File: src/core/tdh_map.svh
// register map, field positions and line constants of the data link control block
`ifndef TDH_MAP_SVH
`define TDH_MAP_SVH

// ******************************
// register indices (byte address = index * 4)
// ******************************
`define TDH_IDX_CONTROL 16'h0113
`define TDH_IDX_STATUS 16'h011f
`define TDH_CONTROL_RESET 8'h00

// ******************************
// control fields
// ******************************
`define TDH_BIT_LOOP_CARRIER 7
`define TDH_BIT_ABORT_DISABLE 6
`define TDH_BIT_RX_FCS_DISABLE 5
`define TDH_BIT_RX_DISCARD 4
`define TDH_BIT_TX_ABORT 3
`define TDH_BIT_TX_IDLE 2
`define TDH_BIT_TX_FCS 1
`define TDH_BIT_MODE 0

// ******************************
// line patterns
// ******************************
`define TDH_FLAG 8'h7e
`define TDH_ABORT_BYTE 8'hfe
`define TDH_BOS_LEAD 8'hff
`define TDH_CRC_INIT 16'hffff
`define TDH_CRC_POLY 16'h8408
`define TDH_CRC_GOOD 16'hf0b8
`define TDH_STUFF_RUN 3'h5
`define TDH_ABORT_RUN 4'h7
`define TDH_MIN_FRAME 8'h03

`endif

File: src/core/tdh_pkg.sv
// types and check sequence helper of the data link control block
`include "tdh_map.svh"
package tdh_pkg;

  typedef enum logic [2:0] {
    S_IDLE, S_MDATA, S_F1, S_F2, S_CLOSE, S_AB, S_BOS
  } tdh_tx_state_t;

  function automatic logic [15:0] tdh_crc_upd(input logic [15:0] c, input logic [7:0] d);
    logic [15:0] r;
    r = c;
    for (int i = 0; i < 8; i++) begin
      r = (r[0] ^ d[i]) ? ((r >> 1) ^ `TDH_CRC_POLY) : (r >> 1);
    end
    return r;
  endfunction

endpackage

File: src/core/tdh_control.sv
// data link hdlc controller one: control register, transmit and receive paths
// Behaviour
// - bit 7 selects loop carrier data link format
// - auto abort on switch to bit-oriented
// - bit 6 set: switch without abort
// - bit 5 clear: check receive FCS
// - bit 3 set: send continuous ones
// - bit 2 set: send only flag octets
// - idle line filled with flag octets in message mode
// - idle bit ignored in bit-oriented mode
// - bit 0 selects bit or message oriented
// - bit 1 appends FCS in message mode
`timescale 1ns/100ps
`include "tdh_map.svh"
module tdh_control (
  // clock and reset
  input wire logic ref_clk,
  input wire logic reset_n,
  // avalon-mm slave
  input wire logic [15:0] avs_address,
  input wire logic avs_read,
  input wire logic avs_write,
  input wire logic [31:0] avs_writedata,
  output logic [31:0] avs_readdata,
  output logic avs_waitrequest,
  // framing format
  output logic loop_carrier_datalink_enable,
  output logic superframe_bits_select,
  // transmit user side
  input wire logic [7:0] tx_data,
  input wire logic tx_valid,
  input wire logic tx_last,
  output logic tx_ready,
  input wire logic [5:0] tx_bos_code,
  // transmit line
  input wire logic link_tx_tick,
  output logic link_tx_bit,
  // receive line
  input wire logic link_rx_tick,
  input wire logic link_rx_bit,
  // receive user side
  output logic [7:0] rx_data,
  output logic rx_data_valid,
  output logic rx_frame_end,
  output logic rx_frame_good,
  output logic rx_frame_discard,
  output logic [5:0] rx_bos_code,
  output logic rx_bos_valid
);
  import tdh_pkg::*;

  // ******************************
  // reset release
  // ******************************
  logic rst_meta, rst_n;
  always_ff @(posedge ref_clk or negedge reset_n) begin
    if (!reset_n) begin
      rst_meta <= 1'b0;
      rst_n <= 1'b0;
    end else begin
      rst_meta <= 1'b1;
      rst_n <= rst_meta;
    end
  end

  // ******************************
  // register bus
  // ******************************
  logic [7:0] ctrl, next_ctrl;
  logic ack, next_ack;
  logic [31:0] next_rdata;
  logic [3:0] status;
  logic hit_ctrl, hit_stat, req;
  assign req = avs_read | avs_write;
  assign hit_ctrl = avs_address == 16'(`TDH_IDX_CONTROL << 2);
  assign hit_stat = avs_address == 16'(`TDH_IDX_STATUS << 2);
  assign avs_waitrequest = req & ~ack;

  always_comb begin
    next_ack = req & ~ack;
    next_ctrl = ctrl;
    next_rdata = avs_readdata;
    if (avs_write && ack && hit_ctrl) begin
      next_ctrl = avs_writedata[7:0];
    end
    if (avs_read && !ack) begin
      next_rdata = hit_ctrl ? {24'h0, ctrl} : hit_stat ? {28'h0, status} : 32'h0;
    end
  end

  always_ff @(posedge ref_clk or negedge rst_n) begin
    if (!rst_n) begin
      ack <= 1'b0;
      ctrl <= `TDH_CONTROL_RESET;
      avs_readdata <= 32'h0;
    end else begin
      ack <= next_ack;
      ctrl <= next_ctrl;
      avs_readdata <= next_rdata;
    end
  end

  assign loop_carrier_datalink_enable = ctrl[`TDH_BIT_LOOP_CARRIER];
  assign superframe_bits_select = ~ctrl[`TDH_BIT_LOOP_CARRIER];

  // ******************************
  // transmit path
  // ******************************
  tdh_tx_state_t tx_state, next_tx_state;
  logic [7:0] sh, next_sh, cur_sh;
  logic [3:0] cnt, next_cnt, cur_cnt;
  logic [2:0] ones, next_ones;
  logic stuff, next_stuff, cur_stuff;
  logic [15:0] tcrc, next_tcrc;
  logic half, next_half, next_bit, tx_load;
  logic in_mos;
  assign in_mos = tx_state == S_MDATA || tx_state == S_F1 || tx_state == S_F2;
  assign tx_ready = tx_load;

  always_comb begin
    next_tx_state = tx_state;
    next_sh = sh;
    next_cnt = cnt;
    next_ones = ones;
    next_stuff = stuff;
    next_tcrc = tcrc;
    next_half = half;
    next_bit = link_tx_bit;
    tx_load = 1'b0;
    cur_sh = sh;
    cur_cnt = cnt;
    cur_stuff = stuff;
    if (link_tx_tick) begin
      if (ctrl[`TDH_BIT_TX_ABORT]) begin
        next_bit = 1'b1;
        next_cnt = 4'h0;
        next_ones = 3'h0;
        next_tx_state = S_IDLE;
      end else begin
        if (cnt == 4'h0) begin
          cur_cnt = 4'h8;
          cur_stuff = 1'b0;
          cur_sh = `TDH_FLAG;
          if (!ctrl[`TDH_BIT_MODE]) begin
            if (in_mos && !ctrl[`TDH_BIT_ABORT_DISABLE]) begin
              cur_sh = `TDH_ABORT_BYTE;
              next_tx_state = S_AB;
            end else if (in_mos) begin
              cur_sh = `TDH_BOS_LEAD;
              next_half = 1'b1;
              next_tx_state = S_BOS;
            end else begin
              cur_sh = half ? {1'b0, tx_bos_code, 1'b0} : `TDH_BOS_LEAD;
              next_half = ~half;
              next_tx_state = S_BOS;
            end
          end else if (ctrl[`TDH_BIT_TX_IDLE]) begin
            next_tx_state = S_IDLE;
          end else begin
            unique case (tx_state)
              S_IDLE, S_MDATA: begin
                if (tx_valid) begin
                  cur_sh = tx_data;
                  cur_stuff = 1'b1;
                  tx_load = 1'b1;
                  next_tcrc = tdh_crc_upd(tx_state == S_IDLE ? `TDH_CRC_INIT : tcrc, tx_data);
                  next_tx_state = tx_last ? (ctrl[`TDH_BIT_TX_FCS] ? S_F1 : S_CLOSE) : S_MDATA;
                end else if (tx_state == S_MDATA) begin
                  cur_sh = `TDH_ABORT_BYTE;
                  next_tx_state = S_IDLE;
                end
              end
              S_F1: begin
                cur_sh = ~tcrc[7:0];
                cur_stuff = 1'b1;
                next_tx_state = S_F2;
              end
              S_F2: begin
                cur_sh = ~tcrc[15:8];
                cur_stuff = 1'b1;
                next_tx_state = S_CLOSE;
              end
              S_CLOSE, S_AB, S_BOS: begin
                next_tx_state = S_IDLE;
              end
            endcase
          end
        end
        next_stuff = cur_stuff;
        if (cur_stuff && ones == `TDH_STUFF_RUN) begin
          next_bit = 1'b0;
          next_ones = 3'h0;
          next_sh = cur_sh;
          next_cnt = cur_cnt;
        end else begin
          next_bit = cur_sh[0];
          next_sh = {1'b0, cur_sh[7:1]};
          next_cnt = 4'(cur_cnt - 4'h1);
          next_ones = (cur_stuff && cur_sh[0]) ? 3'(ones + 3'h1) : 3'h0;
        end
      end
    end
  end

  always_ff @(posedge ref_clk or negedge rst_n) begin
    if (!rst_n) begin
      tx_state <= S_IDLE;
      sh <= 8'h0;
      cnt <= 4'h0;
      ones <= 3'h0;
      stuff <= 1'b0;
      tcrc <= `TDH_CRC_INIT;
      half <= 1'b0;
      link_tx_bit <= 1'b1;
    end else begin
      tx_state <= next_tx_state;
      sh <= next_sh;
      cnt <= next_cnt;
      ones <= next_ones;
      stuff <= next_stuff;
      tcrc <= next_tcrc;
      half <= next_half;
      link_tx_bit <= next_bit;
    end
  end

  // ******************************
  // receive path
  // ******************************
  logic [15:0] win, next_win, rcrc, next_rcrc, prev_crc, next_prev_crc;
  logic [3:0] rones, next_rones;
  logic [7:0] rsr, next_rsr, nbytes, next_nbytes, prev_len, next_prev_len, next_rx_data;
  logic [2:0] bcnt, next_bcnt;
  logic in_frame, next_in_frame, prev_bos_ok, next_prev_bos_ok;
  logic [5:0] next_bos_code;
  logic next_dv, next_end, next_good, next_disc, next_bos_v, fcs_ok, dup, end_c;
  logic bos_hit, fcs_err, next_fcs_err;
  // last two bytes of a frame: its check sequence, stands for its content
  logic [15:0] last2, next_last2;
  assign status = {tx_state != S_IDLE, rx_frame_discard, fcs_err, in_frame};

  always_comb begin
    next_win = win;
    next_rones = rones;
    next_rsr = rsr;
    next_bcnt = bcnt;
    next_rcrc = rcrc;
    next_nbytes = nbytes;
    next_in_frame = in_frame;
    next_prev_crc = prev_crc;
    next_prev_len = prev_len;
    next_prev_bos_ok = prev_bos_ok;
    next_bos_code = rx_bos_code;
    next_rx_data = rx_data;
    next_fcs_err = fcs_err;
    next_last2 = last2;
    next_dv = 1'b0;
    next_end = 1'b0;
    next_good = rx_frame_good;
    next_disc = rx_frame_discard;
    next_bos_v = 1'b0;
    end_c = 1'b0;
    bos_hit = 1'b0;
    fcs_ok = ctrl[`TDH_BIT_RX_FCS_DISABLE] || rcrc == `TDH_CRC_GOOD;
    dup = ctrl[`TDH_BIT_RX_DISCARD] && last2 == prev_crc && nbytes == prev_len;
    if (link_rx_tick) begin
      next_win = {link_rx_bit, win[15:1]};
      next_rones = link_rx_bit ? (rones == `TDH_ABORT_RUN ? rones : 4'(rones + 4'h1)) : 4'h0;
      if (next_win[15:8] == `TDH_FLAG) begin
        if (in_frame && nbytes >= `TDH_MIN_FRAME) begin
          end_c = 1'b1;
          next_end = 1'b1;
          next_good = fcs_ok && !dup;
          next_disc = dup;
          next_fcs_err = !fcs_ok;
          if (fcs_ok && !dup) begin
            next_prev_crc = last2;
            next_prev_len = nbytes;
          end
        end
        next_in_frame = 1'b1;
        next_bcnt = 3'h0;
        next_nbytes = 8'h0;
        next_rcrc = `TDH_CRC_INIT;
      end else if (next_rones == `TDH_ABORT_RUN) begin
        next_in_frame = 1'b0;
      end else if (!link_rx_bit && rones == 4'(`TDH_STUFF_RUN)) begin
        next_bcnt = bcnt;
      end else if (in_frame) begin
        next_rsr = {link_rx_bit, rsr[7:1]};
        next_bcnt = 3'(bcnt + 3'h1);
        if (bcnt == 3'h7) begin
          next_rx_data = next_rsr;
          next_last2 = {next_rsr, last2[15:8]};
          next_dv = 1'b1;
          next_rcrc = tdh_crc_upd(rcrc, next_rsr);
          next_nbytes = (nbytes == 8'hff) ? nbytes : 8'(nbytes + 8'h1);
        end
      end
      if (next_win[7:0] == `TDH_BOS_LEAD && !next_win[15] && !next_win[8]) begin
        bos_hit = 1'b1;
        next_bos_code = next_win[14:9];
        next_prev_bos_ok = 1'b1;
        next_bos_v = !(ctrl[`TDH_BIT_RX_DISCARD] && prev_bos_ok && next_win[14:9] == rx_bos_code);
      end
    end
  end

  always_ff @(posedge ref_clk or negedge rst_n) begin
    if (!rst_n) begin
      win <= 16'h0;
      rones <= 4'h0;
      rsr <= 8'h0;
      bcnt <= 3'h0;
      rcrc <= `TDH_CRC_INIT;
      nbytes <= 8'h0;
      in_frame <= 1'b0;
      prev_crc <= 16'h0;
      prev_len <= 8'h0;
      prev_bos_ok <= 1'b0;
      fcs_err <= 1'b0;
      last2 <= 16'h0;
      rx_data <= 8'h0;
      rx_data_valid <= 1'b0;
      rx_frame_end <= 1'b0;
      rx_frame_good <= 1'b0;
      rx_frame_discard <= 1'b0;
      rx_bos_code <= 6'h0;
      rx_bos_valid <= 1'b0;
    end else begin
      win <= next_win;
      rones <= next_rones;
      rsr <= next_rsr;
      bcnt <= next_bcnt;
      rcrc <= next_rcrc;
      nbytes <= next_nbytes;
      in_frame <= next_in_frame;
      prev_crc <= next_prev_crc;
      prev_len <= next_prev_len;
      prev_bos_ok <= next_prev_bos_ok;
      fcs_err <= next_fcs_err;
      last2 <= next_last2;
      rx_data <= next_rx_data;
      rx_data_valid <= next_dv;
      rx_frame_end <= next_end;
      rx_frame_good <= next_good;
      rx_frame_discard <= next_disc;
      rx_bos_code <= next_bos_code;
      rx_bos_valid <= next_bos_v;
    end
  end

  logic load_c;
  assign load_c = link_tx_tick && cnt == 4'h0 && !ctrl[`TDH_BIT_TX_ABORT];
endmodule

File: config.mk
export PLATFORM = sky130hd
export DESIGN_NAME = tdh_control
export DESIGN_NICKNAME = d
export VERILOG_FILES = /design/src/core/tdh_pkg.sv /design/src/core/tdh_control.sv
export VERILOG_INCLUDE_DIRS = /design/src /design/src/core
export SDC_FILE = /design/constraint.sdc
export NUM_CORES = 1
export LEC_CHECK = 0
export BUFFER_PORTS_ARGS = -buffer_cell sky130_fd_sc_hd__buf_4
export CAP_MARGIN = 20
export CORE_ASPECT_RATIO = 1.5
export CORE_MARGIN = 2
export CORE_UTILIZATION = 37
export DETAILED_ROUTE_END_ITERATION = 16
export PLACE_DENSITY = 0.57
export SYNTH_ARGS = -nofsm -noshare
export SYNTH_HDL_FRONTEND = slang
export SYNTH_SLANG_ARGS = --single-unit
File: constraint.sdc
create_clock -name ref_clk -period 6.7 [get_ports ref_clk]
set_clock_uncertainty 0.15 [all_clocks]
set_input_delay 1.34 -clock ref_clk [delete_from_list [all_inputs] [get_ports ref_clk]]
set_output_delay 1.34 -clock ref_clk [all_outputs]
set_load 0.02 [all_outputs]
==> flow_summary.ini, run 1 <==
[pwr]
peakVddDrop_mv = 0.175
power.total_uw = 2850
power.density_mw_per_mm2 = 290
p_leak_uw = 0.00441

[logic_synthesis]
yosysTopAreaCell = dfrtp_1
synth_area_leaders = dfrtp_1 38%, mux2_2 11%, dfstp_2 10%, xnor2_1 7.2%, buf_4 3.0%
avgSynthCellArea_um2 = 11.1
async_flop_share = 1.00
synth-edff-count = 0
synth_common_cells = 130 x dfrtp_1, 83 x mux2_2, 70 x xnor2_1
synth_cell_types = 73
synth_most_common_cell = dfrtp_1
synth_top_area_frac = 0.380
ys_warn_count = 0
netlist_instances = 771
netlist_area_mm2 = 0.00857
ys.flop_type = dfrtp_1
yosysSeqAreaShare = 0.481
ys_seq_elements = 163

[clock_tree]
clk_pin_slew_ns = 0.06
cts_max_path_buffers = 2
ctsHtreeMaxLevel = 4
cts-buffers-inserted = 17
cts.sinks = 163
cts_resized = 0
cts_tree = yes
hold_buffers = 0
clockRootBuffer = clkbuf_16
post-cts-setup-buffers = 0
insertion_delay_ns = 0.42

[worst_setup_path]
worstSetupEndpointType = output pin
slowest_stage = or4_1
crit_path_frequent_cell = buf_4
worstPathRequired_ns = 5.21
cp.arrival_ns = 3.20
crit_path_max_incr_delay_ns = 0.95
start_kind = input port
critPathKind = in -> out
path_cells = buf_4 -> and2b_1 -> nand2_2 -> or4_1 -> inv_1 -> buf_4
critPathMaxFanout = 29

[sta]
final-hold-violation-count = 0
setup_ws_ns = 2.01
rsz0062_at_grt = false
tightest_slew_ns = 0.935
fin_tns_setup_ns = 0
relSlewSlack = 0.377
setup_viol = 0
period_share = 0.700
maxSlewViolCount = 0
max_freq_mhz = 213
fin_crit_ns = 4.69

[cells_and_area]
area_delta_synth_final_pct = 14.9
multiInputGateArea_mm2 = 0.00409
fill_cells = 2206
final_cell_count_no_fill = 1123
n_antenna_cell = 0
drive_gt1_frac = 0.287
final_nets = 909
design_area_mm2 = 0.00984
seq_area_mm2 = 0.00412

[global_route]
track_usage = 0.157
grt_start_max_net_pins = 74
grt_overflow = 0
grt_pass1_vias = 5759
antenna_found_initial = 0
grt_pass1_wl_mm = 30.3

[detailed_routing]
post_drt_wl_per_cell_um = 16.6
vias = 5775
drc = 0
wl_mm = 18.7
avgViaCountPerCell = 5.14
first_iter_violations = 329
ant_nets = 0
drt_first_pass_iters = 4

[placement]
dpl_cell_area_mm2 = 0.00925
place_ws_ns = 2.00
place.gp.congestion = 0.816
io_buffers = 78
hpwl_mm = 13.3
placed_cells = 1091

[status]
status = complete, no violations

[floorplanning]
chipWidth_um = 128
ios = 127
initial_utilization = 0.374
die_area_mm2 = 0.0244
die_h_um = 190
rows = 68
coreArea_mm2 = 0.0229

[run]
drv_cap = 0

[hold_path]
hp-class = reg -> async
-- power breakdown --
group,switching (uW),total [uW],internal [uW]
Clock,392,999,607
Combinational,301,590,289
Sequential,150,1260,1110
-- logic make-up (layout without fill, tap and decap cells) --
logic type               after synthesis  count (layout)  share of synthesized area
AND/OR/NAND/NOR                      199             199                      0.127
multiplexers                         101             101                      0.131
XOR/XNOR                              87              87                     0.0889
AO/OA/AOI/OAI                        130             130                      0.108
other                                  2              25                   0.000876
flip-flops                           163             163                      0.481
adder cells (fa/ha/maj)                8               8                     0.0117
buffers and inverters                 81             130                     0.0523
-- critical path: cells and delay by family --
kind                   cells  cell delay, ns
buffers and inverters      3            0.44
and+or+nand+nor            3            1.41
-- path summary, 6_finish.rpt --
path	slack (ns)	to	start	cells past startpoint
max in group asynchronous	4.90	ones[0]	rst_n	1
hold / removal	0.16	prev_len[5]	rst_n	0
setup reg to reg	3.32	last2[2]	rones[0]	9
setup / recovery	2.01	tx_ready	link_tx_tick	6
min in group ref_clk	0.20	rst_n	rst_meta	0
hold reg to reg	0.16	prev_len[5]	rst_n	0
-- stage by stage --
stage,utilization,hold WS (ns)
after floorplan,-,0.181
after global placement,0.404,0.188
after detailed placement,0.404,0.189
after CTS,0.430,0.193
after global routing,0.430,0.220
final,0.430,0.162
-- routing by layer --
layer | global-route usage | routed length (um)
met5 | 0 | 0
met4 | 0.0541 | 316
met3 | 0.0281 | 439
met2 | 0.280 | 9820
met1 | 0.188 | 8100
-- final cells by class --
type / instances / share of cell area
multi-input cells: 550 / 0.415
clock buffers: 23 / 0.0475
inverters: 14 / 0.00534
flip-flops and latches: 163 / 0.419
clock inverters: 9 / 0.0132
well taps: 280 / 0.0356
repair buffers: 84 / 0.0641
-- state kept, by name, indices dropped and copies added, names as in the netlist, 6 cells and up --
register,count
prev_crc,16
rcrc,16
tcrc,16
win,15
avs_readdata,8
ctrl,8
last2,8
nbytes,8
prev_len,8
rx_data,8
sh,8
rsr,7
rx_bos_code,6
-- cells in the final DEF, fill, tap and decap left out, types with 4 or more instances in the layout --
cell type and n:
dfrtp_1 129, buf_4 84, mux2_2 83, xnor2_1 70
nand2_1 65, o21ai_0 36, dfstp_2 33, nor2_1 31
conb_1 25, xor2_1 17, clkbuf_16 17, a21oi_1 15
nand3_1 15, mux2i_1 14, inv_1 14, a2bb2oi_1 14
nand4_1 11, nand2b_1 10, a211oi_1 9, and3_1 8
ha_1 8, nor3_1 7, o32a_1 7, and2_1 6
a22o_1 6, nor3b_1 6, nor4_1 5, nor4b_1 5
and4_1 4, o22ai_1 4, o211ai_1 4, o21ai_1 4
mux2_1 4, a22oi_1 4, clkbuf_1 4
Power figures use the tool's default switching activity.
==> run 2: changes to the inputs <==
Settings changed: PLACE_DENSITY 0.57 to 0.59.
Clock period 6.7 ns to 4.3 ns, I/O delays scaled along.
==> run 2 against run 1 <==
Utilization rose by 0.32 points. Sequential share of layout area fell by 0.31 points. Clock power rose by 63%. First-iteration DRC count rose by 22%. Highest routed layer unchanged.
==> flow_summary.ini, run 2 (synthesized netlist as in run 1, its figures left out) <==
[cells_and_area]
final_nets = 913
final_common_cell = dfrtp_1
most-common-layout-cells = 129 x dfrtp_1, 87 x buf_4, 83 x mux2_2, 70 x xnor2_1, 65 x nand2_1
area_delta_synth_final_pct = 15.7
top_regs = prev_crc x16, rcrc x16, tcrc x16
drive_gt1_frac = 0.289
final_cell_count_no_fill = 1127
fill_cells = 2157
n_antenna_cell = 0

[placement]
place_ws_ns = 0.857
place.gp.congestion = 0.769
placed_cells = 1095
io_buffers = 78
hpwl_mm = 13.2

[floorplanning]
die_area_mm2 = 0.0244
die_h_um = 190
initial_utilization = 0.374
chipWidth_um = 128
rows = 68
coreArea_mm2 = 0.0229
ios = 127

[sta]
fin_tns_setup_ns = 0
tightest_slew_ns = 0.816
period_share = 0.803
setup_viol = 0
max_freq_mhz = 290
maxSlewViolCount = 0
relSlewSlack = 0.456
setup_ws_ns = 0.848
fin_crit_ns = 3.45
final-hold-violation-count = 0
rsz0062_at_grt = false

[pwr]
peakVddDrop_mv = 0.288
intPower_uw = 3220
p_leak_uw = 0.00444
p_clk_frac = 0.361
switching_share = 0.288
power_frac_seq = 0.429
combPwrFrac = 0.209
power.density_mw_per_mm2 = 456
power_switching_uw = 1300

[detailed_routing]
vias = 5801
ant_nets = 0
post_drt_wl_per_cell_um = 16.5
wl_mm = 18.6
first_iter_violations = 402
drc = 0
drt_first_pass_iters = 4
avgViaCountPerCell = 5.15

[global_route]
grt_overflow = 0
grt_pass1_wl_mm = 30.4
grt_pass1_vias = 5777
track_usage = 0.158
antenna_found_initial = 0
grt_start_max_net_pins = 77

[clock_tree]
cts_tree = yes
cts.sinks = 163
cts_resized = 0
insertion_delay_ns = 0.42
clk_pin_slew_ns = 0.07
clockRootBuffer = clkbuf_16
post-cts-setup-buffers = 0
hold_buffers = 0
cts_max_path_buffers = 2
ctsHtreeMaxLevel = 4
cts-buffers-inserted = 17

[hold_path]
hp-class = in -> async

[worst_setup_path]
worstSetupEndpointType = output pin
cp.arrival_ns = 2.44
start_kind = register
critPathKind = reg -> out
worstRegToRegCells = 10
worstPathRequired_ns = 3.29
critPathMaxFanout = 29
r2r_setup_slack_ns = 1.19

[status]
status = complete, no violations

[run]
drv_cap = 0
run 2: final cells by class:
cell class | instances | area (um^2) | area share
clock buffer | 22 | 444 | 0.0448
clock inverter | 10 | 184 | 0.0185
inverter | 14 | 52.6 | 0.00530
multi-input combinational | 550 | 4090 | 0.412
sequential | 163 | 4120 | 0.416
tap | 280 | 350 | 0.0353
timing repair buffer | 88 | 673 | 0.0679
run 2: critical path: stages (launching register included):
cell	delay (ns)
dfrtp_1	0.47
nor4_4	0.42
nand2_2	0.16
or4_1	0.53
buf_4	0.24
inv_1	0.08
buf_4	0.13
run 2: power groups by stage:
| stage | registers (uW) | clock network, uW | logic (uW) |
|---|---|---|---|
| floorplan | 1900 | 0 | 782 |
| global placement | 1960 | 0 | 945 |
| detailed placement | 1970 | 0 | 954 |
| CTS | 1940 | 1680 | 959 |
| global route | 1970 | 1750 | 1060 |
| finish | 1940 | 1630 | 946 |
run 2: final timing paths:
| path | start | end |
|---|---|---|
| min in group ref_clk | rst_meta | rst_n |
| hold reg to reg | rst_meta | rst_n |
| max in group asynchronous | rst_n | link_tx_bit |
| setup / recovery | cnt[0] | tx_ready |
| hold / removal | reset_n | rst_meta |
| setup reg to reg | rones[0] | last2[2] |
run 2: layer usage:
layer  routed length, um  up-vias  GRT usage
li1                    -     2817          -
met4                 319        0     0.0524
met5                   0        -          0
met3                 482       19     0.0297
met1                7800     2880      0.185
met2                9990       85      0.287
run 2: stage by stage:
stage | hold WS [ns] | area [um^2] | power, uW | utilization
2_1_floorplan | 0.181 | 8660 | 2680 | -
3_3_place_gp | 0.187 | 9290 | 2900 | 0.406
3_5_place_dp | 0.191 | 9290 | 2920 | 0.406
4_1_cts | 0.0345 | 9920 | 4580 | 0.433
5_1_grt | 0.0293 | 9920 | 4780 | 0.433
6_report | 0.0538 | 9920 | 4520 | 0.433
==> run 3: changes to the inputs <==
Clock period 4.3 ns to 3.05 ns, I/O delays scaled along.
==> run 3 against run 2 <==
Hold slack improved by 0.13 ns. Sequential power rose by 42%. Non-clock buffer count rose by 13. Critical path depth fell by 1.
==> flow_summary.ini, run 3 (synthesized netlist as in run 1, its figures left out) <==
[clock_tree]
cts_max_path_buffers = 2
cts-buffers-inserted = 17
insertion_delay_ns = 0.43
ctsHtreeMaxLevel = 4
cts_tree = yes
clk_pin_slew_ns = 0.06
cts.sinks = 163
clockRootBuffer = clkbuf_16

[sta]
relSlewSlack = 0.511
max_freq_mhz = 340
tightest_slew_ns = 0.734
fin_crit_ns = 2.94
rsz0062_at_grt = false
final-hold-violation-count = 0
setup_viol = 0
fin_tns_setup_ns = 0
maxSlewViolCount = 0
period_share = 0.964

[worst_setup_path]
worstSetupEndpointType = output pin
critPathKind = reg -> out
start_kind = register
cp.arrival_ns = 2.18
path_cells = nor4_4 -> nand2_2 -> or4_1 -> inv_1 -> buf_4
worstPathRequired_ns = 2.29
critPathMaxFanout = 6
critical-path-top-delay-family = simple AND/OR/NAND/NOR gates
slowest_stage = or4_1
crit_path_max_incr_delay_ns = 0.58
cp_num_buf_inv = 2
r2r_setup_slack_ns = 0.27

[detailed_routing]
wl_met3_um = 618
first_iter_violations = 388
vias = 5825
post_drt_wl_per_cell_um = 16.4
top_layer = met4
wl_mm = 18.7
drt_first_pass_iters = 4
wl_met1_mm = 7.79
ant_nets = 0
dr_wl_met2_mm = 9.72
drc = 0
avgViaCountPerCell = 5.11

[floorplanning]
rows = 68
coreArea_mm2 = 0.0229
die_area_mm2 = 0.0244
initial_utilization = 0.374
chipWidth_um = 128
die_h_um = 190
ios = 127

[placement]
dpl_cell_area_mm2 = 0.00938
placed_cells = 1106
place.gp.congestion = 0.792
io_buffers = 78
hpwl_mm = 13.7

[global_route]
grt_pass1_wl_mm = 30.4
grt_pass1_vias = 5785
grt_overflow = 0
track_usage = 0.159
grt_start_max_net_pins = 47
antenna_found_initial = 0

[run]
drv_cap = 0

[cells_and_area]
top_regs = prev_crc x16, rcrc x16, tcrc x16
final_common_cell = dfrtp_1
most-common-layout-cells = 129 x dfrtp_1, 98 x buf_4, 83 x mux2_2, 70 x xnor2_1, 65 x nand2_1
design_area_mm2 = 0.0100
final_cell_count_no_fill = 1140
area_delta_synth_final_pct = 16.9
drive_gt1_frac = 0.301
fill_cells = 2179
final_nets = 926
n_antenna_cell = 0

[hold_path]
hp-class = reg -> async

[status]
status = complete, no violations

[pwr]
power.density_mw_per_mm2 = 633
p_leak_uw = 0.00450
peakVddDrop_mv = 0.370
-- run 3: cell types whose count changed in the layout (fill, tap and decap cells not counted), sizes merged --
cell / change
clkinvlp: +1
dlygate4sd3: +1
clkbuf: -2
bufinv: -1
inv: +2
buf: +12
-- run 3: routing by layer --
| layer | GRT usage | vias to the layer above |
|---|---|---|
| li1 | - | 2839 |
| met1 | 0.185 | 2849 |
| met2 | 0.281 | 104 |
| met3 | 0.0320 | 33 |
| met4 | 0.0676 | 0 |
| met5 | 0 | - |
-- run 3: area by class of cell --
cell class | instances | area [um^2] | share of cell area
clock buffer | 20 | 437 | 0.0436
inverter | 14 | 52.6 | 0.00525
sequential | 163 | 4120 | 0.412
clock inverter | 12 | 179 | 0.0179
multi-input combinational | 550 | 4090 | 0.408
tap | 280 | 350 | 0.0350
timing repair buffer | 101 | 786 | 0.0785
-- run 3: timing repair --
item,CTS,global route
endpoints found under the hold margin,2,0
gates resized for setup,0,0
setup buffers,1,0
hold buffers,1,0
setup endpoints to repair,1,0
-- run 3: per-stage QoR --
step	total power (uW)	hold slack (ns)	setup slack, ns	utilization
after floorplan	3780	0.164	0.181	-
after global placement	4110	0.187	0.288	0.410
final	6340	0.186	0.109	0.438
after detailed placement	4140	0.191	0.276	0.410
after global routing	6710	0.229	0.0210	0.438
after CTS	6430	0.206	0.0932	0.438
-- run 3: worst register-to-register path: stages (launching register included) --
cell      delay [ns]
dfrtp_1         0.47
ha_1            0.30
and3b_1         0.24
mux2i_1         0.14
a211oi_1        0.29
nand2_1         0.13
inv_1           0.52
mux2_2          0.41
-- run 3: worst paths after layout --
check / end / startpoint / depth (start not counted)
max: tx_ready / cnt[2] / 5
min reg2reg: prev_crc[15] / rst_n / 0
min in group ref_clk: rst_n / rst_meta / 0
max in group asynchronous: rcrc[1] / rst_n / 1
max reg2reg: last2[5] / rones[0] / 7
min: prev_crc[15] / rst_n / 0
-- run 3: power breakdown --
group,internal [uW],switching (uW)
clock network,1370,876
logic,672,676
registers,2440,303
